==> src/spmz_regs.svh <==
/*
  Register offsets, field positions, reset values and timing counts of the
  serial port (modes 0 and 1).
  Assumes it is included by bare name from the top module, the checker and the bench.
*/
`ifndef SPMZ_REGS_SVH
`define SPMZ_REGS_SVH

// ----------------------------------------------------------------------------
// Register offsets
// ----------------------------------------------------------------------------
`define SPMZ_ADDR_W 2
`define SPMZ_OFF_CTRL 2'h0
`define SPMZ_OFF_BUF 2'h1

// ----------------------------------------------------------------------------
// Control register fields
// ----------------------------------------------------------------------------
`define SPMZ_BIT_MODE 0
`define SPMZ_BIT_MULTI 1
`define SPMZ_BIT_RXEN 2
`define SPMZ_BIT_HALF 3
`define SPMZ_BIT_TXDONE 4
`define SPMZ_BIT_RXDONE 5
`define SPMZ_BIT_NINTH 6
`define SPMZ_CTRL_RESET 8'h00

// ----------------------------------------------------------------------------
// Timing counts in oscillator clocks
// ----------------------------------------------------------------------------
`define SPMZ_M0_SLOW_LEAD 3
`define SPMZ_M0_SLOW_LOW 6
`define SPMZ_M0_FAST_LEAD 1
`define SPMZ_M0_FAST_LOW 2

`endif

==> src/spmz_pkg.sv <==
/*
  Types shared by the serial port modules.
  Assumes spmz_regs.svh is on the include path.
*/
package spmz_pkg;
  typedef struct packed {
    logic half_rate;
    logic rx_enable_bit;
    logic multi_mode_bit;
    logic mode1;
  } spmz_ctrl_t;

  typedef enum logic [1:0] {
    SPMZ_M0_IDLE,
    SPMZ_M0_TX,
    SPMZ_M0_RX
  } spmz_m0_t;
endpackage

==> src/spmz_baud.sv <==
/*
  Mode 1 baud tick: divides timer 1 overflow pulses by 1 or 2 so that the
  sixteen-slice counters run at 16 or 32 overflows per bit.
  Assumes OVF_TICK is a one-cycle pulse on SYS_CLK.
*/
`timescale 1ns/1ps
module spmz_baud (
  input wire logic SYS_CLK,
  input wire logic NRST,
  input wire logic OVF_TICK,
  input wire logic HALF_RATE,
  output logic SLICE_TICK
);
  logic pre;

  // ---------------------------------------------------------------------------
  // Prescaler
  // ---------------------------------------------------------------------------
  // Toggle on each overflow; the half rate passes every second one.
  always_ff @(posedge SYS_CLK or negedge NRST) begin
    if (!NRST) begin
      pre <= 1'b0;
    end else if (OVF_TICK) begin
      pre <= ~pre;
    end
  end

  assign SLICE_TICK = OVF_TICK & (~HALF_RATE | pre);
endmodule // spmz_baud

==> src/spmz_top.sv <==
/*
  Serial port, modes 0 and 1: shared buffer address, mode 0 shift engine,
  mode 1 transmitter and oversampled receiver.
  Assumes a same-clock register port with one-cycle strobes, a timer 1
  overflow pulse on SYS_CLK and an asynchronous serial data line.
*/
// Chosen here: strobed register access and the address map.
`timescale 1ns/1ps
`include "spmz_regs.svh"
module spmz_top (
  input wire logic SYS_CLK,
  input wire logic NRST,
  input wire logic [`SPMZ_ADDR_W-1:0] ADDR,
  input wire logic [7:0] WDATA,
  input wire logic WR,
  input wire logic RD,
  output logic [7:0] RDATA,
  input wire logic TIMER1_OVF,
  input wire logic RXD_IN,
  output logic RXD_OUT,
  output logic RXD_OE,
  output logic TXD
);
  spmz_pkg::spmz_ctrl_t ctrl;
  logic tx_done_flag;
  logic rx_done_flag;
  logic ninth_rx_bit;
  logic [7:0] rx_buffer;
  logic [7:0] next_rdata;
  logic rxd_meta;
  logic rxd_sync;
  logic rxd_prev;
  logic slice_tick;

  // ---------------------------------------------------------------------------
  // Register decode
  // ---------------------------------------------------------------------------
  // Flag clears come from a control write with the bit low; set wins below.
  wire wr_ctrl = WR & (ADDR == `SPMZ_OFF_CTRL);
  wire wr_buf = WR & (ADDR == `SPMZ_OFF_BUF);
  wire clr_tx = wr_ctrl & ~WDATA[`SPMZ_BIT_TXDONE];
  wire clr_rx = wr_ctrl & ~WDATA[`SPMZ_BIT_RXDONE];
  wire [7:0] ctrl_view = {1'b0, ninth_rx_bit, rx_done_flag, tx_done_flag,
                          ctrl.half_rate, ctrl.rx_enable_bit,
                          ctrl.multi_mode_bit, ctrl.mode1};

  // Read data come from a register one cycle later; unmapped reads zero.
  always_comb begin
    next_rdata = 8'h00;
    if (RD && ADDR == `SPMZ_OFF_CTRL) begin
      next_rdata = ctrl_view;
    end else if (RD && ADDR == `SPMZ_OFF_BUF) begin
      next_rdata = rx_buffer;
    end
  end

  // Control bits are written only by software.
  always_ff @(posedge SYS_CLK or negedge NRST) begin
    if (!NRST) begin
      ctrl <= '0;
      RDATA <= 8'h00;
    end else begin
      RDATA <= next_rdata;
      if (wr_ctrl) begin
        ctrl <= spmz_pkg::spmz_ctrl_t'(WDATA[3:0]);
      end
    end
  end

  // ---------------------------------------------------------------------------
  // Receive line synchroniser
  // ---------------------------------------------------------------------------
  // The pin is asynchronous; only rxd_sync and later stages are read.
  always_ff @(posedge SYS_CLK or negedge NRST) begin
    if (!NRST) begin
      rxd_meta <= 1'b1;
      rxd_sync <= 1'b1;
      rxd_prev <= 1'b1;
    end else begin
      rxd_meta <= RXD_IN;
      rxd_sync <= rxd_meta;
      rxd_prev <= rxd_sync;
    end
  end

  spmz_baud u_baud (
    .SYS_CLK(SYS_CLK),
    .NRST(NRST),
    .OVF_TICK(TIMER1_OVF),
    .HALF_RATE(ctrl.half_rate),
    .SLICE_TICK(slice_tick)
  );

  // ---------------------------------------------------------------------------
  // Mode 0 shift engine
  // ---------------------------------------------------------------------------
  // One bit takes lead + low + high clocks: 3+6+3 = 12 or 1+2+1 = 4.
  spmz_pkg::spmz_m0_t m0_state;
  logic [3:0] m0_phase;
  logic [2:0] m0_bit;
  logic [7:0] m0_shift;
  logic m0_clk;
  logic m0_tx_set;
  logic m0_rx_set;
  wire m0_fast = ctrl.multi_mode_bit;
  wire [3:0] m0_lead = m0_fast ? 4'(`SPMZ_M0_FAST_LEAD)
                               : 4'(`SPMZ_M0_SLOW_LEAD);
  wire [3:0] m0_low = m0_fast ? 4'(`SPMZ_M0_FAST_LOW)
                              : 4'(`SPMZ_M0_SLOW_LOW);
  wire [3:0] m0_last = 4'(m0_lead + m0_low + m0_lead - 4'h1);
  wire m0_fall = (m0_phase == 4'(m0_lead - 4'h1));
  wire m0_rise = (m0_phase == 4'(m0_lead + m0_low - 4'h1));
  wire m0_end = (m0_phase == m0_last);
  // A finished reception raises m0_rx_set one cycle before the flag itself
  // is set; looking at both keeps the engine from starting a second frame
  // in that gap, which would clock the partner with nobody reading.
  wire m0_rx_go = ~ctrl.mode1 & ctrl.rx_enable_bit & ~rx_done_flag
                & ~m0_rx_set;

  // Transmit or receive one byte with the device-made shift clock.
  always_ff @(posedge SYS_CLK or negedge NRST) begin
    if (!NRST) begin
      m0_state <= spmz_pkg::SPMZ_M0_IDLE;
      m0_phase <= 4'h0;
      m0_bit <= 3'h0;
      m0_shift <= 8'h00;
      m0_clk <= 1'b1;
      m0_tx_set <= 1'b0;
      m0_rx_set <= 1'b0;
    end else begin
      m0_tx_set <= 1'b0;
      m0_rx_set <= 1'b0;
      case (m0_state)
        spmz_pkg::SPMZ_M0_IDLE: begin
          m0_phase <= 4'h0;
          m0_bit <= 3'h0;
          m0_clk <= 1'b1;
          if (!ctrl.mode1 && wr_buf) begin
            m0_shift <= WDATA;
            m0_state <= spmz_pkg::SPMZ_M0_TX;
          end else if (m0_rx_go) begin
            m0_state <= spmz_pkg::SPMZ_M0_RX;
          end
        end
        spmz_pkg::SPMZ_M0_TX, spmz_pkg::SPMZ_M0_RX: begin
          m0_phase <= m0_end ? 4'h0 : 4'(m0_phase + 4'h1);
          if (m0_fall) begin
            m0_clk <= 1'b0;
          end
          if (m0_rise) begin
            m0_clk <= 1'b1;
          end
          // The synchroniser lags the pin by two clocks, so at the fast
          // rate the level seen at the rise is still the previous bit.
          // Shifting at the last phase of the bit reads the level that the
          // partner set at the fall, at both rates; the partner holds it
          // until the next fall, which comes after this phase.
          if (m0_end) begin
            if (m0_state == spmz_pkg::SPMZ_M0_TX) begin
              m0_shift <= {1'b1, m0_shift[7:1]};
            end else begin
              m0_shift <= {rxd_sync, m0_shift[7:1]};
            end
            m0_bit <= 3'(m0_bit + 3'h1);
            if (m0_bit == 3'h7) begin
              m0_tx_set <= (m0_state == spmz_pkg::SPMZ_M0_TX);
              m0_rx_set <= (m0_state == spmz_pkg::SPMZ_M0_RX);
              m0_state <= spmz_pkg::SPMZ_M0_IDLE;
            end
          end
        end
        default: begin
          m0_state <= spmz_pkg::SPMZ_M0_IDLE;
        end
      endcase
    end
  end

  // Data line is driven only while sending; received data enter on RXD_IN.
  assign RXD_OUT = m0_shift[0];
  assign RXD_OE = (m0_state == spmz_pkg::SPMZ_M0_TX);

  // ---------------------------------------------------------------------------
  // Mode 1 transmitter
  // ---------------------------------------------------------------------------
  // Free-running sixteen-counter; bits change only on its rollover.
  logic [3:0] tx_div;
  logic tx_pend;
  logic tx_act;
  logic [8:0] tx_shift;
  logic [3:0] tx_cnt;
  logic tx_line;
  logic m1_tx_set;
  wire tx_roll = slice_tick & (tx_div == 4'hF);

  // A buffer write only arms the frame; the start bit waits for the next
  // rollover, so a frame may begin up to one bit time after the write.
  always_ff @(posedge SYS_CLK or negedge NRST) begin
    if (!NRST) begin
      tx_div <= 4'h0;
      tx_pend <= 1'b0;
      tx_act <= 1'b0;
      tx_shift <= 9'h1FF;
      tx_cnt <= 4'h0;
      tx_line <= 1'b1;
      m1_tx_set <= 1'b0;
    end else begin
      m1_tx_set <= 1'b0;
      if (slice_tick) begin
        tx_div <= 4'(tx_div + 4'h1);
      end
      if (ctrl.mode1 && wr_buf) begin
        tx_shift <= {1'b1, WDATA};
        tx_pend <= 1'b1;
      end else if (tx_roll && tx_pend) begin
        tx_pend <= 1'b0;
        tx_act <= 1'b1;
        tx_line <= 1'b0;
        tx_cnt <= 4'h1;
      end else if (tx_roll && tx_act) begin
        tx_line <= tx_shift[0];
        tx_shift <= {1'b1, tx_shift[8:1]};
        tx_cnt <= 4'(tx_cnt + 4'h1);
        if (tx_cnt == 4'h9) begin
          tx_act <= 1'b0;
          m1_tx_set <= 1'b1;
        end
      end
    end
  end

  // In mode 0 the pin carries the shift clock; both sources idle high, so
  // a mode change between frames makes no edge on the line.
  assign TXD = ctrl.mode1 ? tx_line : m0_clk;

  // ---------------------------------------------------------------------------
  // Mode 1 receiver
  // ---------------------------------------------------------------------------
  // The sixteen-counter only runs inside a frame; between frames it waits
  // for a falling edge on the synchronised line.
  logic rx_act;
  logic [3:0] rx_div;
  logic [3:0] rx_cnt;
  logic [2:0] votes;
  logic [8:0] rx_shift;
  logic m1_rx_set;
  wire voted = (votes[0] & votes[1]) | (votes[1] & votes[2])
             | (votes[0] & votes[2]);
  wire rx_edge = rxd_prev & ~rxd_sync;
  wire sample_slot = (rx_div >= 4'h7) & (rx_div <= 4'h9);
  // Votes are taken in slices 7, 8 and 9; the bit is decided one slice
  // later so that the third vote is already in the register.
  wire decide = slice_tick & (rx_div == 4'hA);
  wire rx_keep = ~rx_done_flag & (~ctrl.multi_mode_bit | voted);

  // Start on an edge, vote each bit, give up on a bad start bit and stop
  // at the middle of the stop bit, ready for the next edge.
  always_ff @(posedge SYS_CLK or negedge NRST) begin
    if (!NRST) begin
      rx_act <= 1'b0;
      rx_div <= 4'h0;
      rx_cnt <= 4'h0;
      votes <= 3'h0;
      rx_shift <= 9'h000;
      m1_rx_set <= 1'b0;
    end else begin
      m1_rx_set <= 1'b0;
      if (!rx_act) begin
        if (ctrl.mode1 && ctrl.rx_enable_bit && rx_edge) begin
          rx_act <= 1'b1;
          rx_div <= 4'h0;
          rx_cnt <= 4'h0;
        end
      end else if (slice_tick) begin
        rx_div <= 4'(rx_div + 4'h1);
        if (sample_slot) begin
          votes <= {votes[1:0], rxd_sync};
        end
        if (decide) begin
          rx_cnt <= 4'(rx_cnt + 4'h1);
          rx_shift <= {voted, rx_shift[8:1]};
          if (rx_cnt == 4'h0 && voted) begin
            rx_act <= 1'b0;
          end else if (rx_cnt == 4'h9) begin
            rx_act <= 1'b0;
            m1_rx_set <= rx_keep;
          end
        end
      end
    end
  end

  // ---------------------------------------------------------------------------
  // Receive buffer and done flags
  // ---------------------------------------------------------------------------
  // Hardware set beats a software clear in the same cycle.
  always_ff @(posedge SYS_CLK or negedge NRST) begin
    if (!NRST) begin
      tx_done_flag <= 1'b0;
      rx_done_flag <= 1'b0;
      ninth_rx_bit <= 1'b0;
      rx_buffer <= 8'h00;
    end else begin
      if (m0_tx_set || m1_tx_set) begin
        tx_done_flag <= 1'b1;
      end else if (clr_tx) begin
        tx_done_flag <= 1'b0;
      end
      if (m0_rx_set || m1_rx_set) begin
        rx_done_flag <= 1'b1;
      end else if (clr_rx) begin
        rx_done_flag <= 1'b0;
      end
      if (m0_rx_set) begin
        rx_buffer <= m0_shift;
      end else if (m1_rx_set) begin
        // Ten shifts leave the stop bit on top and D0 at the bottom.
        rx_buffer <= rx_shift[7:0];
        ninth_rx_bit <= voted;
      end
    end
  end
endmodule // spmz_top

==> config.mk <==
export PLATFORM = sky130hd
export DESIGN_NAME = spmz_top
export DESIGN_NICKNAME = d
export VERILOG_FILES = /design/src/spmz_pkg.sv /design/src/spmz_baud.sv /design/src/spmz_top.sv
export VERILOG_INCLUDE_DIRS = /design/src /design/src/src
export SDC_FILE = /design/constraint.sdc
export NUM_CORES = 1
export LEC_CHECK = 0
export BUFFER_PORTS_ARGS = -buffer_cell sky130_fd_sc_hd__buf_2
export CAP_MARGIN = 10
export CELL_PAD_IN_SITES_DETAIL_PLACEMENT = 1
export CELL_PAD_IN_SITES_GLOBAL_PLACEMENT = 2
export CORE_MARGIN = 2
export CORE_UTILIZATION = 37
export DETAILED_ROUTE_END_ITERATION = 16
export PLACE_DENSITY_LB_ADDON = 0.1
export SKIP_LAST_GASP = 1
export SYNTH_ARGS = -nofsm -noshare
export SYNTH_HDL_FRONTEND = slang
export SYNTH_SLANG_ARGS = --single-unit
export TNS_END_PERCENT = 30
==> constraint.sdc <==
create_clock -name SYS_CLK -period 1.7 [get_ports SYS_CLK]
set_input_delay 0.34 -clock SYS_CLK [delete_from_list [all_inputs] [get_ports SYS_CLK]]
set_output_delay 0.34 -clock SYS_CLK [all_outputs]
set_load 0.01 [all_outputs]
* Word-level counts from Yosys, hierarchy flattened *
Cells that the tools add are included.

storage, ports and cells
  register bits after elaboration = 90
  input bits = 16
  output and inout bits = 11
  logic and storage cells = 198

cells by class
  add/subtract/negate cells = 11
  magnitude comparators = 2
  equality and inequality tests = 19
  multiplexer cells = 66
  bitwise operators = 30
  reduce and logical (&&, ||, !) cells = 37

operators by type and width
  cell                   number
  $mux W8                7
  $mux W4                9
  $mux W1                35
  $mux W9                3
  $add A4 B1 Y4 const B  5
  $reduce_and A3 Y1      6
  $reduce_bool A2 Y1     9
  $and A1 B1 Y1          16
  $eq A4 B4 Y1 const B   4
  $pmux W8 S2            1
  $eq A4 B4 Y1           3
  $reduce_and A2 Y1      6
  $mux W2                5
  $ne A2 B2 Y1 const B   5
  $not A1 Y1             10
  $logic_and A1 B1 Y1    9
  $pmux W4 S2            1
  $sub A4 B1 Y4 const B  2
  $mux W3                2
  $ne A3 B3 Y1 const B   2
  $pmux W3 S2            1
  $add A2 B3 Y4          1
  $add A4 B2 Y4          1
  $eq A2 B1 Y1 const B   2
  15 further kinds       20

* Longest topological paths before layout *
Gate-level depths: netlist of the first run.

  depth after elaboration = 10
  mapped depth = 7
  depth with buffers taken out = 6

* Hierarchy *
From an unflattened synthesis of the first run, not the netlist that was laid out.

unflattened totals
  cells, all modules = 398
  area, all modules = 4271.6 sq um

by module, submodules not included
  module     times used  cells an instance  area each (sq um)  sequential area each (sq um)
  spmz_top   1           394                4226.6             2218.4
  spmz_baud  1           4                  45.0               25.0

* Worst setup path after synthesis of the first run *
OpenSTA, ideal clock, no wires.

  kind = register to register
  from = reg rx_div[0]
  to = reg rx_shift[5]
  setup time = 0.125 ns
  data arrival time = 1.538 ns
  data required time = 1.575 ns
  setup slack = 0.037 ns
  cell stages (with the launch flop) = 7
  path buffers = 1
  clock period less this slack = 1.663 ns
  cells stage by stage = dfrtp_1 -> inv_1 -> ha_1 -> and3b_1 -> nand4_2 -> buf_2 -> mux2_2

between the ends
  word-level cells in the longest chain between the ends = 3

RTL lines
  element                             RTL line         RTL
  start: declaration                  spmz_top.sv:242  logic [3:0] rx_div;
  start signal: assignment            spmz_top.sv:275  rx_div <= 4'(rx_div + 4'h1);
  $eq A4 B4 Y1                        spmz_top.sv:253  wire decide = slice_tick & (rx_div == 4'hA);
  $and A1 B1 Y1                       spmz_top.sv:253
  $reduce_and A3 Y1 (no source line)  --
  end signal: assignment              spmz_top.sv:281  rx_shift <= {voted, rx_shift[8:1]};
  end: declaration                    spmz_top.sv:245  logic [8:0] rx_shift;

Every way passes these cells.
A chain may end at the register's enable or synchronous reset.

* Final worst setup path of the first run *
  from = reg ctrl[0] in the netlist's numbering
  to = reg m0_shift[7]

between the ends
  word-level cells in the longest chain between the ends = 4

RTL lines
  element                             RTL line         RTL
  start: declaration                  spmz_top.sv:24   spmz_pkg::spmz_ctrl_t ctrl;
  start signal: assignment            spmz_top.sv:65   ctrl <= spmz_pkg::spmz_ctrl_t'(WDATA[3:0]);
  $logic_not A1 Y1                    spmz_top.sv:138  if (!ctrl.mode1 && wr_buf) begin
  $logic_and A1 B1 Y1                 spmz_top.sv:138
  $ne A2 B2 Y1 (no source line)       --
  $reduce_and A3 Y1 (no source line)  --
  end signal: assignment              spmz_top.sv:160  m0_shift <= {1'b1, m0_shift[7:1]};
  end signal: assignment              spmz_top.sv:162  m0_shift <= {rxd_sync, m0_shift[7:1]};
  end: declaration                    spmz_top.sv:101  logic [7:0] m0_shift;

Every way passes these cells.

==> results of run 1 <==
where the power goes:
| group | internal, mW | total, mW | leakage [nW] | switching, mW |
|---|---|---|---|---|
| clock network | 1.15 | 2.02 | 0.143 | 0.871 |
| logic | 1.16 | 2.45 | 1.29 | 1.28 |
| registers | 2.69 | 3.07 | 1.14 | 0.381 |
through the flow:
| step | util | hold slack [ns] | setup WS [ns] |
|---|---|---|---|
| 3_5_place_dp | 0.429 | 0.302 | -0.0598 |
| 6_report | 0.462 | 0.0811 | 0.0323 |
| 2_1_floorplan | - | 0.0444 | 0.0371 |
| 4_1_cts | 0.456 | 0.0681 | -0.0794 |
| 3_3_place_gp | 0.429 | 0.302 | -0.0482 |
| 5_1_grt | 0.462 | 0.0759 | -0.0675 |
synthesized netlist by cell type, types with 3 or more instances:
cell type   n  share of area
nand2_1    40          0.034
a21oi_1    12          0.014
clkbuf_1    9         0.0076
nor4b_1     3         0.0059
nor3b_1     4         0.0068
dfstp_2    13          0.077
and4_1      3         0.0059
buf_2       7         0.0079
and3_1      4         0.0057
xnor2_1     6          0.012
a221oi_1    4         0.0079
ha_1       17          0.048
nand4_1     5         0.0071
o22ai_1     9          0.013
nand2b_1    7         0.0099
dfrtp_1    76           0.43
inv_1      16          0.014
a221o_1     3         0.0068
nand3_1    11          0.012
mux2_2     16          0.041
nor3_1      4         0.0045
mux2i_1    24          0.054
nor2b_1    10          0.014
and2_1      6         0.0085
o31ai_1     3         0.0051
o21ai_0    23          0.026
a21o_1      3         0.0051
nor2_1     27          0.023
buf_6       3         0.0076
state kept, by name (all words and copies together) (netlist names), 8 cells and up:
register   cells
RDATA          8
m0_shift       8
rx_buffer      8
rx_shift       9
tx_shift       8
timing repair:
item / in CTS / in global routing
resized for setup: 1 / 7
pin swaps: 0 / 2
buffers inserted: 1 / 3
setup endpoints to repair: 2 / 22
hold buffers: 1 / 0
cloned: 0 / 0
endpoints found under the hold margin: 24 / 0
critical path: cells and delay by family, from the launching register on:
kind,cells,cell delay (ns)
flops,1,0.41
mux,1,0.32
simple gates,1,0.28
buf+inv,1,0.17
compound gates,2,0.35
worst min-delay path by stage:
stage,cells past startpoint,start,end
global route,1,RXD_IN,rxd_meta$_DFF_PN1_
floorplan,0,NRST,RDATA[0]$_DFF_PN0_
detailed placement,1,NRST,tx_cnt[2]$_DFFE_PN0P_
CTS,1,RXD_IN,rxd_meta$_DFF_PN1_
finish,1,RXD_IN,rxd_meta$_DFF_PN1_
global placement,1,NRST,tx_cnt[2]$_DFFE_PN0P_
layer usage:
metal,share of wire,vias to the layer above
li1,-,1571
met5,0,-
met4,0.022,0
met3,0.024,15
met2,0.46,34
met1,0.50,1661
kinds of logic (layout without fill, tap and decap cells):
logic type,after synthesis,after routing,synth area share
simple gates,139,139,0.175
flops,89,89,0.507
mux,42,42,0.102
fa+ha+maj,18,18,0.0504
buf+inv,37,105,0.0393
compound gates,73,73,0.110
xor+xnor,8,8,0.0158
area by class of cell:
type / count / area, um^2
clock buffers: 10 / 229
clock inverters: 6 / 68.8
fillers: 1301 / 6220
inverters: 16 / 60.1
multi-input cells: 280 / 2050
flip-flops and latches: 89 / 2240
well taps: 143 / 179
repair buffers: 73 / 513
==> summary.md, run 1 <==
| Metric | Value |
|---|---|
| Layout Cells excl Fill | 617 |
| Slew Limit Headroom | 0.632 |
| Number of remaining DRC errors | 0 |
| Final WL | 11300 um |
| Fraction of layout instances using a drive strength above 1 | 0.283 |
| Met2 routing resource usage after global routing | 0.288 |
| CP Launch Type | flip-flop |
| Mapped cell area | 4420 um^2 |
| Clock latency reported for the late side of the worst-skew pair | 0.35 ns |
| Total power | 7.54 mW |
| Hold WC Path Type | in2reg |
| Number of instances in the synthesized netlist | 406 |
| Clock transition at path regs | 0.07 ns |
| Placement Cell Area | 4960 um^2 |
| Antenna violations before repair | 0 |
| Max H-tree Level | 3 |
| 1st-pass router iterations | 4 |
| Routing layer with the top usage in global route | met2 |
| Async S/R FF share, synth | 1.00 |
| Core Region | 11600 um^2 |
| Yosys reg bits | 89 |
| Ys flop type | dfrtp_1 |
| Critical path origin | ctrl[0]$_DFFE_PN0P_ |
| Total non-filler cell area in the finished layout | 5340 um^2 |
| Final clock period utilization by the worst path | 0.981 |
| Crit path largest cell delay | 0.41 ns |
| Number of endpoints with negative hold slack in the final report | 0 |
| Fin crit period | 1.67 ns |
| Clk sink count | 89 |
| Placed insts | 596 |
| Critical path fanouts, max | 16 |
| Leak Pwr | 2.57 nW |
| Number of buffers created by CTS | 9 |
| Element type at the critical path end | flip-flop |
| Most frequent standard cell in the layout excluding fill and tap cells | dfrtp_1 |
| Endpoint of the worst-slack reg-to-reg timing path | m0_shift[7]$_DFFE_PN0P_ |
| Global routing met1 resource utilization | 0.268 |
| Root buffer cell | clkbuf_16 |
| Tightest Pin Transition | 0.552 ns |
| DRT antenna net count | 0 |
| Via count of the first global-routing pass | 3473 |
| Number of enable-type register cells in the synthesized netlist | 0 |
| Sequence of cells on the critical path | buf_4 > nor4bb_4 > mux2_4 > a21boi_0 > o221ai_1 |
| Final TNS setup | 0 ns |
| Input/output buffers | 26 |
| First-pass GRT wire length | 18600 um |
| RSZ-0062 raised after global routing | yes |
| Required time at the worst-slack endpoint | 1.91 ns |
| Leading cell types in the layout, fill and taps excluded | 75 x dfrtp_1, 45 x buf_4, 40 x nand2_1, 27 x nor2_1, 25 x buf_2 |
| Antenna fix cells | 0 |
| RR Startpoint | ctrl[0]$_DFFE_PN0P_ |
| Die extent in y | 113 um |
| Category of the most critical setup path | reg2reg |
| Maximum number of pins on one net before global-route repair | 30 |
| Die footprint | 12800 um^2 |
| Arrival time at the worst endpoint | 1.88 ns |
| Area growth from synthesis to layout | 20.9% |
| Boundary Pins | 27 |
| CTS max path bufs | 2 |
| RePlAce Congestion | 0.808 |
| Placement Rows | 39 |
| Register area share after synthesis | 0.507 |
| Pwr Density | 1410 nW/um^2 |
| Worst setup path end | m0_shift[7]$_DFFE_PN0P_ |
| Layout net count | 502 |
| Final setup vio count | 0 |
| Drt initial violations | 134 |
| Detailed-route vias per instance | 5.32 |
| Max capacitance violation total | 0 |
| Layout Skew | 0.00461 ns |
| Total grt overflow | 0 |
| Maximum clock frequency | 600 MHz |
| Cell count of the worst reg-to-reg path | 5 |
| Post-synth net total | 439 |
| Floorplan die width | 113 um |
| Initial core utilization | 0.382 |
| Reg2Reg Setup Slack | 0.03 ns |
| Count of different cell masters after synthesis | 58 |
| CTS tree | built |
| Final slew viol count | 0 |
| Worst-case vdd ir drop | 0.000584 V |
| Post-detailed-placement half-perimeter wirelength | 8240 um |
| Mean area per synthesized cell | 10.9 um^2 |
| GR met3 Demand/Resource | 0.0316 |
| Via total after detailed routing | 3281 |
| Post-detailed-route wirelength per cell | 18.2 um |
| Slowest cell on the critical path | dfrtp_2 |
| Run status | finished clean |
| Number of warnings printed during yosys synthesis | 0 |
| GRT Resource Usage Total | 0.190 |
Power figures use the tool's default switching activity.
==> run 2: changes to the inputs <==
--- a/config.mk
+++ b/config.mk
@@ -10,9 +10,10 @@
 export CAP_MARGIN = 10
 export CELL_PAD_IN_SITES_DETAIL_PLACEMENT = 1
 export CELL_PAD_IN_SITES_GLOBAL_PLACEMENT = 2
-export CORE_MARGIN = 2
+export CORE_MARGIN = 3
 export CORE_UTILIZATION = 37
 export DETAILED_ROUTE_END_ITERATION = 16
+export GPL_TIMING_DRIVEN = 0
 export PLACE_DENSITY_LB_ADDON = 0.1
 export SKIP_LAST_GASP = 1
 export SYNTH_ARGS = -nofsm -noshare
==> run 2 against run 1 <==
  * Critical path depth decreased by 2
  * Largest power group unchanged
  * Sequential power increased by 3%
  * Via count increased by 0.67%
==> summary.md, run 2 (same netlist as run 1, synthesis figures left out) <==
| Metric | Value |
|---|---|
| Run status | finished clean |
| Number of endpoints with negative hold slack in the final report | 0 (unchanged) |
| Worst-case vdd ir drop | 0.000844 V (+45%) |
| GRT Resource Usage Total | 0.179 (-0.0104) |
| Die extent in y | 115 um (+1.8%) |
| Hold WC Path Type | in2reg |
| Clock latency reported for the late side of the worst-skew pair | 0.35 ns (about the same) |
| Area growth from synthesis to layout | 22.0% |
| Core Region | 11600 um^2 (unchanged) |
| Crit path largest cell delay | 0.34 ns (-0.07 ns) |
| Number of remaining DRC errors | 0 (unchanged) |
| Root buffer cell | clkbuf_16 |
| Most frequent standard cell in the layout excluding fill and tap cells | dfrtp_1 |
| Drt initial violations | 154 (+15%) |
| Critical path origin | ctrl[0]$_DFFE_PN0P_ |
| Initial core utilization | 0.382 (unchanged) |
| Number of filler instances in the final layout | 1254 (-3.6%) |
| Reg2Reg Setup Slack | 0.03 ns (about the same) |
| DRT antenna net count | 0 (unchanged) |
| Hold path startpoint | RXD_IN |
| Via total after detailed routing | 3303 (+0.67%) |
| RSZ-0062 raised after global routing | yes |
| Fraction of layout instances using a drive strength above 1 | 0.296 (+0.0133) |
| Maximum clock frequency | 592 MHz (-1.2%) |
| Total grt overflow | 0 (unchanged) |
| Total non-filler cell area in the finished layout | 5400 um^2 (+0.96%) |
| Endpoint of the worst-slack reg-to-reg timing path | m0_shift[6]$_DFFE_PN0P_ |
| Comb power frac | 0.322 (-0.003) |
| Tightest Pin Transition | 0.708 ns (+0.155 ns) |
| Post-detailed-route wirelength per cell | 18.2 um (about the same) |
| Boundary Pins | 27 (unchanged) |
| Worst Hold Path Cells | 1 (unchanged) |
| Final slew viol count | 0 (unchanged) |
| CP Launch Type | flip-flop |
| Slew Limit Headroom | 0.528 (-0.103) |
| Floorplan die width | 115 um (+1.8%) |
| Register containing the most flip-flops in the final layout | rx_shift |
| Layout net count | 501 (-0.20%) |
| Category of the most critical setup path | reg2out |
| Required time at the worst-slack endpoint | 1.36 ns (-0.55 ns) |
| Sequence of cells on the critical path | buf_6 > mux2_2 > buf_2 |
| Antenna fix cells | 0 (unchanged) |
| Proportion of total power due to net switching | 0.349 (+0.0125) |
| Final WL | 11200 um (-0.19%) |
| CTS max path bufs | 2 (unchanged) |
| Placement Rows | 39 (unchanged) |
| Slowest cell on the critical path | dfrtp_1 |
| Leak Pwr | 2.52 nW (-1.9%) |
| Critical path fanouts, max | 9 (-7) |
| Internal power | 4.88 mW (-2.3%) |
| Reported net switching power | 2.62 mW (+3.3%) |
| Antenna violations before repair | 0 (unchanged) |
| RePlAce Congestion | 0.771 (-4.7%) |
| Leading cell types in the layout, fill and taps excluded | 73 x dfrtp_1, 40 x nand2_1, 29 x buf_2, 26 x nor2_1 |
| First-pass GRT wire length | 18100 um (-2.4%) |
| Max capacitance violation total | 0 (unchanged) |
| Final setup vio count | 0 (unchanged) |
| Arrival time at the worst endpoint | 1.35 ns (-0.53 ns) |
| RR Startpoint | m0_phase[3]$_DFFE_PN0P_ |
| 1st-pass router iterations | 4 (unchanged) |
| Die footprint | 13300 um^2 (+3.6%) |
| Share of total power in sequential cells | 0.421 (+0.014) |
| Post-detailed-placement half-perimeter wirelength | 7740 um (-6.1%) |
| Maximum number of pins on one net before global-route repair | 62 (+110%) |
| Via count of the first global-routing pass | 3421 (-1.5%) |
| Layout Skew | 0.00429 ns (-0.000321 ns) |
| Element type at the critical path end | primary output |
| Input/output buffers | 25 (-3.8%) |
| Final TNS setup | 0 ns (unchanged) |
| Max H-tree Level | 3 (unchanged) |
| Max reg flops | 9 (unchanged) |
| Worst Hold Endpoint | rxd_meta$_DFF_PN1_ |
| CTS tree | built |
| Clock power share | 0.256 (-0.012) |
| Detailed-route vias per instance | 5.36 (+0.83%) |
| Placement Cell Area | 4760 um^2 (-4.1%) |
| Number of buffers created by CTS | 9 (unchanged) |
| Pwr Density | 1390 nW/um^2 (-1.4%) |
| Fin crit period | 1.69 ns (+0.0208 ns) |
| Final clock period utilization by the worst path | 0.993 (+0.0122) |
| Clk sink count | 89 (unchanged) |
| Clock transition at path regs | 0.07 ns (about the same) |
| Cell count of the worst reg-to-reg path | 7 (+2) |
==> run 2: changes by cell type in the layout (fill, tap and decap cells not counted), moves of 4 or more <==
cell	delta
buf_6	+6
clkbuf_1	+5
buf_2	+4
buf_4	-21
==> run 2: layout make-up <==
type	count	area, um^2	area share
plain buffers	20	149	0.0276
flip-flops and latches	89	2250	0.417
inverters	16	60.1	0.0111
clock buffers	9	225	0.0417
multi-input cells	280	2130	0.395
clock inverters	7	55.1	0.0102
repair buffers	52	348	0.0645
well taps	143	179	0.0332
==> run 2: routing by layer <==
| layer | vias to the layer above | global-route usage | routed length [um] |
|---|---|---|---|
| li1 | 1574 | - | - |
| met1 | 1684 | 0.245 | 5380 |
| met2 | 32 | 0.286 | 5410 |
| met3 | 13 | 0.0400 | 254 |
| met4 | 0 | 0.0516 | 190 |
| met5 | - | 0 | 0 |
==> run 2: how the worst max path moves through the flow <==
stage | to | slack (ns)
finish | TXD | 0.01
detailed placement | m0_shift[7]$_DFFE_PN0P_ | -0.47
CTS | tx_shift[5]$_DFFE_PN1P_ | -0.04
floorplan | rx_shift[5]$_DFFE_PN0P_ | 0.04
global placement | rx_shift[1]$_DFFE_PN0P_ | -0.62
global route | votes[2]$_DFFE_PN0P_ | -0.05
==> run 2: what timing repair did <==
| action | 4_1_cts | 5_1_grt |
|---|---|---|
| buffers inserted | 5 | 19 |
| cloned | 0 | 1 |
| setup endpoints to repair | 37 | 45 |
| pin swaps | 0 | 5 |
| hold endpoints to repair | 23 | 0 |
| hold buffers | 1 | 0 |
| gates resized for setup | 16 | 27 |
==> run 2: power groups by stage <==
stage / Combinational [mW] / Clock [mW] / Sequential, mW
after floorplan: 1.54 / 0 / 3.04
after global placement: 2.00 / 0 / 3.15
after detailed placement: 2.07 / 0 / 3.18
after CTS: 2.24 / 1.97 / 3.13
after global routing: 2.71 / 2.06 / 3.25
final: 2.42 / 1.92 / 3.16
==> run 2: through the flow <==
step | worst slack, ns | power, mW | std cells | utilization | hold slack [ns]
CTS | -0.0427 | 7.34 | 597 | 0.444 | 0.0716
floorplan | 0.0371 | 4.58 | 406 | - | 0.0444
global placement | -0.624 | 5.15 | 574 | 0.409 | 0.346
global route | -0.0486 | 8.02 | 616 | 0.467 | 0.0726
finish | 0.0115 | 7.50 | 616 | 0.467 | 0.0866
detailed placement | -0.469 | 5.25 | 575 | 0.411 | 0.320
==> run 2: worst max-delay path, delay by kind of cell, from the launching register on <==
family	cells	cell delay, ns
buf+inv	2	0.32
mux	1	0.34
flops	1	0.34
==> run 3: changes to the inputs <==
--- a/config.mk
+++ b/config.mk
@@ -10,6 +10,7 @@
 export CAP_MARGIN = 10
 export CELL_PAD_IN_SITES_DETAIL_PLACEMENT = 1
 export CELL_PAD_IN_SITES_GLOBAL_PLACEMENT = 2
+export CORE_ASPECT_RATIO = 1.75
 export CORE_MARGIN = 3
 export CORE_UTILIZATION = 37
 export DETAILED_ROUTE_END_ITERATION = 16
@@ -19,4 +20,3 @@
 export SYNTH_ARGS = -nofsm -noshare
 export SYNTH_HDL_FRONTEND = slang
 export SYNTH_SLANG_ARGS = --single-unit
-export TNS_END_PERCENT = 30
==> run 3 against run 2 <==
  * Maximum frequency increased by 1.3%
  * Sequential share of layout area is 0.42 points lower
  * First-iteration DRC count fell by 49%
  * Core utilization increased by 0.15 points
  * Register-to-register slack barely moved
  * Power grew 7.1%
  * Die area is 0.38% higher
  * Highest routed layer unchanged
  * Via count rose by 0.51%
  * Final area up 1.0%
  * Count of clock-buffer cells in the layout rose by 1
  * Wire length is 4.8% higher
  * Sequential power is essentially flat
==> summary.md, run 3 (same netlist as run 1, synthesis figures left out) <==
| Metric | Value |
|---|---|
| Die extent in y | 151 um (+31%) |
| DRT antenna net count | 0 (unchanged) |
| Drt initial violations | 78 (-49%) |
| Number of filler instances in the final layout | 1296 (+3.3%) |
| CTS tree | built |
| Leading cell types in the layout, fill and taps excluded | 73 x dfrtp_1, 39 x nand2_1, 26 x nor2_1, 25 x buf_2 |
| Total power | 8.04 mW (+7.1%) |
| Global routing met1 resource utilization | 0.211 (-0.0346) |
| Placement Cell Area | 4750 um^2 (-0.21%) |
| Area growth from synthesis to layout | 23.3% |
| Die footprint | 13300 um^2 (+0.38%) |
| Arrival time at the worst endpoint | 1.90 ns (+0.55 ns) |
| Reg2Reg Setup Slack | 0.03 ns (about the same) |
| Final TNS setup | 0 ns (unchanged) |
| Pwr Density | 1470 nW/um^2 (+6.1%) |
| Final slew viol count | 0 (unchanged) |
| Layout Skew | 0.00732 ns (+0.00304 ns) |
| Met2 routing resource usage after global routing | 0.348 (+0.0623) |
| GRT Resource Usage Total | 0.188 (+0.00924) |
| Root buffer cell | clkbuf_16 |
| Floorplan die width | 88.6 um (-23%) |
| Core Region | 11600 um^2 (+0.70%) |
| Max reg flops | 9 (unchanged) |
| Placement Rows | 52 (+33%) |
| Hold WC Path Type | in2reg |
| Via total after detailed routing | 3320 (+0.51%) |
| Comb power frac | 0.325 (+0.003) |
| Fin crit period | 1.67 ns (-0.0221 ns) |
| Number of buffers created by CTS | 9 (unchanged) |
| Routing layer with the top usage in global route | met2 |
| Final clock period utilization by the worst path | 0.980 (-0.0130) |
| Required time at the worst-slack endpoint | 1.94 ns (+0.58 ns) |
| Run status | finished clean |
| GR met3 Demand/Resource | 0.0307 (-0.00933) |
| Antenna violations before repair | 0 (unchanged) |
| Tightest Pin Transition | 0.740 ns (+0.0320 ns) |
| Max capacitance violation total | 0 (unchanged) |
| RSZ-0062 raised after global routing | yes |
| Clock transition at path regs | 0.06 ns (about the same) |
| Number of endpoints with negative hold slack in the final report | 0 (unchanged) |
| Critical path fanouts, max | 4 (-5) |
| Detailed-route vias per instance | 5.47 (+2.0%) |
| Fraction of layout instances using a drive strength above 1 | 0.292 (-0.00361) |
| CTS max path bufs | 2 (unchanged) |
| RePlAce Congestion | 0.772 (+0.17%) |
| Final setup vio count | 0 (unchanged) |
| Input/output buffers | 25 (unchanged) |
| Via count of the first global-routing pass | 3501 (+2.3%) |
| Maximum clock frequency | 600 MHz (+1.3%) |
| Reported net switching power | 2.62 mW (about the same) |
| Clock latency reported for the late side of the worst-skew pair | 0.34 ns (about the same) |
| Post-layout worst setup margin | 0.0337 ns (+0.0221 ns) |
| Maximum number of pins on one net before global-route repair | 59 (-4.8%) |
| Boundary Pins | 27 (unchanged) |
| Cell count of the worst reg-to-reg path | 6 (-1) |
| Post-detailed-placement half-perimeter wirelength | 8410 um (+8.6%) |
| Layout net count | 500 (-0.20%) |
| DP Worst Slack | -0.499 ns (-0.0306 ns) |
| Most frequent standard cell in the layout excluding fill and tap cells | dfrtp_1 |
| Element type at the critical path end | flip-flop |
| Total grt overflow | 0 (unchanged) |
| Critical path origin | m0_bit[0]$_DFFE_PN0P_ |
| Worst setup path end | m0_state[0]$_DFFE_PN0P_ |
| Initial core utilization | 0.380 (-0.00267) |
| First-pass GRT wire length | 18700 um (+3.2%) |
| Share of total power in sequential cells | 0.393 (-0.028) |
| Proportion of total power due to net switching | 0.326 (-0.0230) |
| Register containing the most flip-flops in the final layout | rx_shift |
| Endpoint of the worst-slack reg-to-reg timing path | m0_state[0]$_DFFE_PN0P_ |
| CP Launch Type | flip-flop |
| 1st-pass router iterations | 4 (unchanged) |
| Clk sink count | 89 (unchanged) |
| Category of the most critical setup path | reg2reg |
| Post-detailed-route wirelength per cell | 19.4 um (+6.3%) |
| Clock power share | 0.282 (+0.026) |
| Antenna fix cells | 0 (unchanged) |
| Worst-case vdd ir drop | 0.000544 V (-36%) |
| Slew Limit Headroom | 0.507 (-0.0213) |
| Number of remaining DRC errors | 0 (unchanged) |
| RR Startpoint | m0_bit[0]$_DFFE_PN0P_ |
| Internal power | 5.42 mW (+11%) |
| Leak Pwr | 2.55 nW (+1.3%) |
| Total non-filler cell area in the finished layout | 5450 um^2 (+1.0%) |
| Max H-tree Level | 3 (unchanged) |
| Final WL | 11800 um (+4.8%) |
[run 3: cell count changes in the layout (fill, tap and decap cells not counted), sizes merged]
cell and change:
buf -3, bufinv +3, clkinv -1, clkbuf +3
clkinvlp -1, inv -2
[run 3: critical path, stage by stage (launching register included)]
cell and delay, ns:
dfrtp_1 0.38, ha_1 0.17, ha_1 0.19, inv_1 0.06
o31ai_2 0.42, a21oi_1 0.12, a31o_2 0.23
[run 3: repair_timing]
item                                   CTS  global route
hold buffers                             1             0
setup endpoints to repair               37            37
endpoints found under the hold margin   21             0
buffers inserted                        11            11
resized for setup                       19            30
gates cloned                             0             2
pin swaps                                2             5
[run 3: how the worst min path moves through the flow]
stage | slack, ns | to | cells past startpoint | startpoint
6_report | 0.09 | rxd_meta$_DFF_PN1_ | 1 | RXD_IN
5_1_grt | 0.08 | rxd_meta$_DFF_PN1_ | 1 | RXD_IN
4_1_cts | 0.08 | rxd_meta$_DFF_PN1_ | 1 | RXD_IN
3_5_place_dp | 0.33 | tx_cnt[0]$_DFFE_PN0P_ | 1 | NRST
3_3_place_gp | 0.35 | rxd_sync$_DFF_PN1_ | 0 | rxd_meta$_DFF_PN1_
2_1_floorplan | 0.04 | RDATA[0]$_DFF_PN0_ | 0 | NRST
[run 3: area by class of cell]
class	count	area (um^2)	share of cell area
multi-input combinational	280	2120	0.389
tap	135	169	0.0310
inverter	16	60.1	0.0110
timing repair buffer	51	367	0.0673
buffer	20	151	0.0278
clock inverter	6	106	0.0195
sequential	89	2250	0.412
clock buffer	10	229	0.0420
[run 3: power groups by stage]
stage	Sequential (mW)	Clock, mW	Combinational, mW
after detailed placement	3.20	0	2.10
after global routing	3.23	2.43	2.91
after floorplan	3.04	0	1.54
final	3.16	2.27	2.61
after global placement	3.17	0	2.02
after CTS	3.13	2.32	2.38
[run 3: layer usage]
metal  share of wire  wire [um]
met3           0.020        238
met1            0.40       4700
met5               0          0
met4           0.018        216
met2            0.56       6620
[run 3: through the flow]
stage / hold slack, ns / utilization / cells
after floorplan: 0.0444 / - / 406
after global placement: 0.346 / 0.405 / 566
after detailed placement: 0.326 / 0.407 / 567
after CTS: 0.0800 / 0.451 / 595
after global routing: 0.0807 / 0.468 / 607
final: 0.0884 / 0.468 / 607
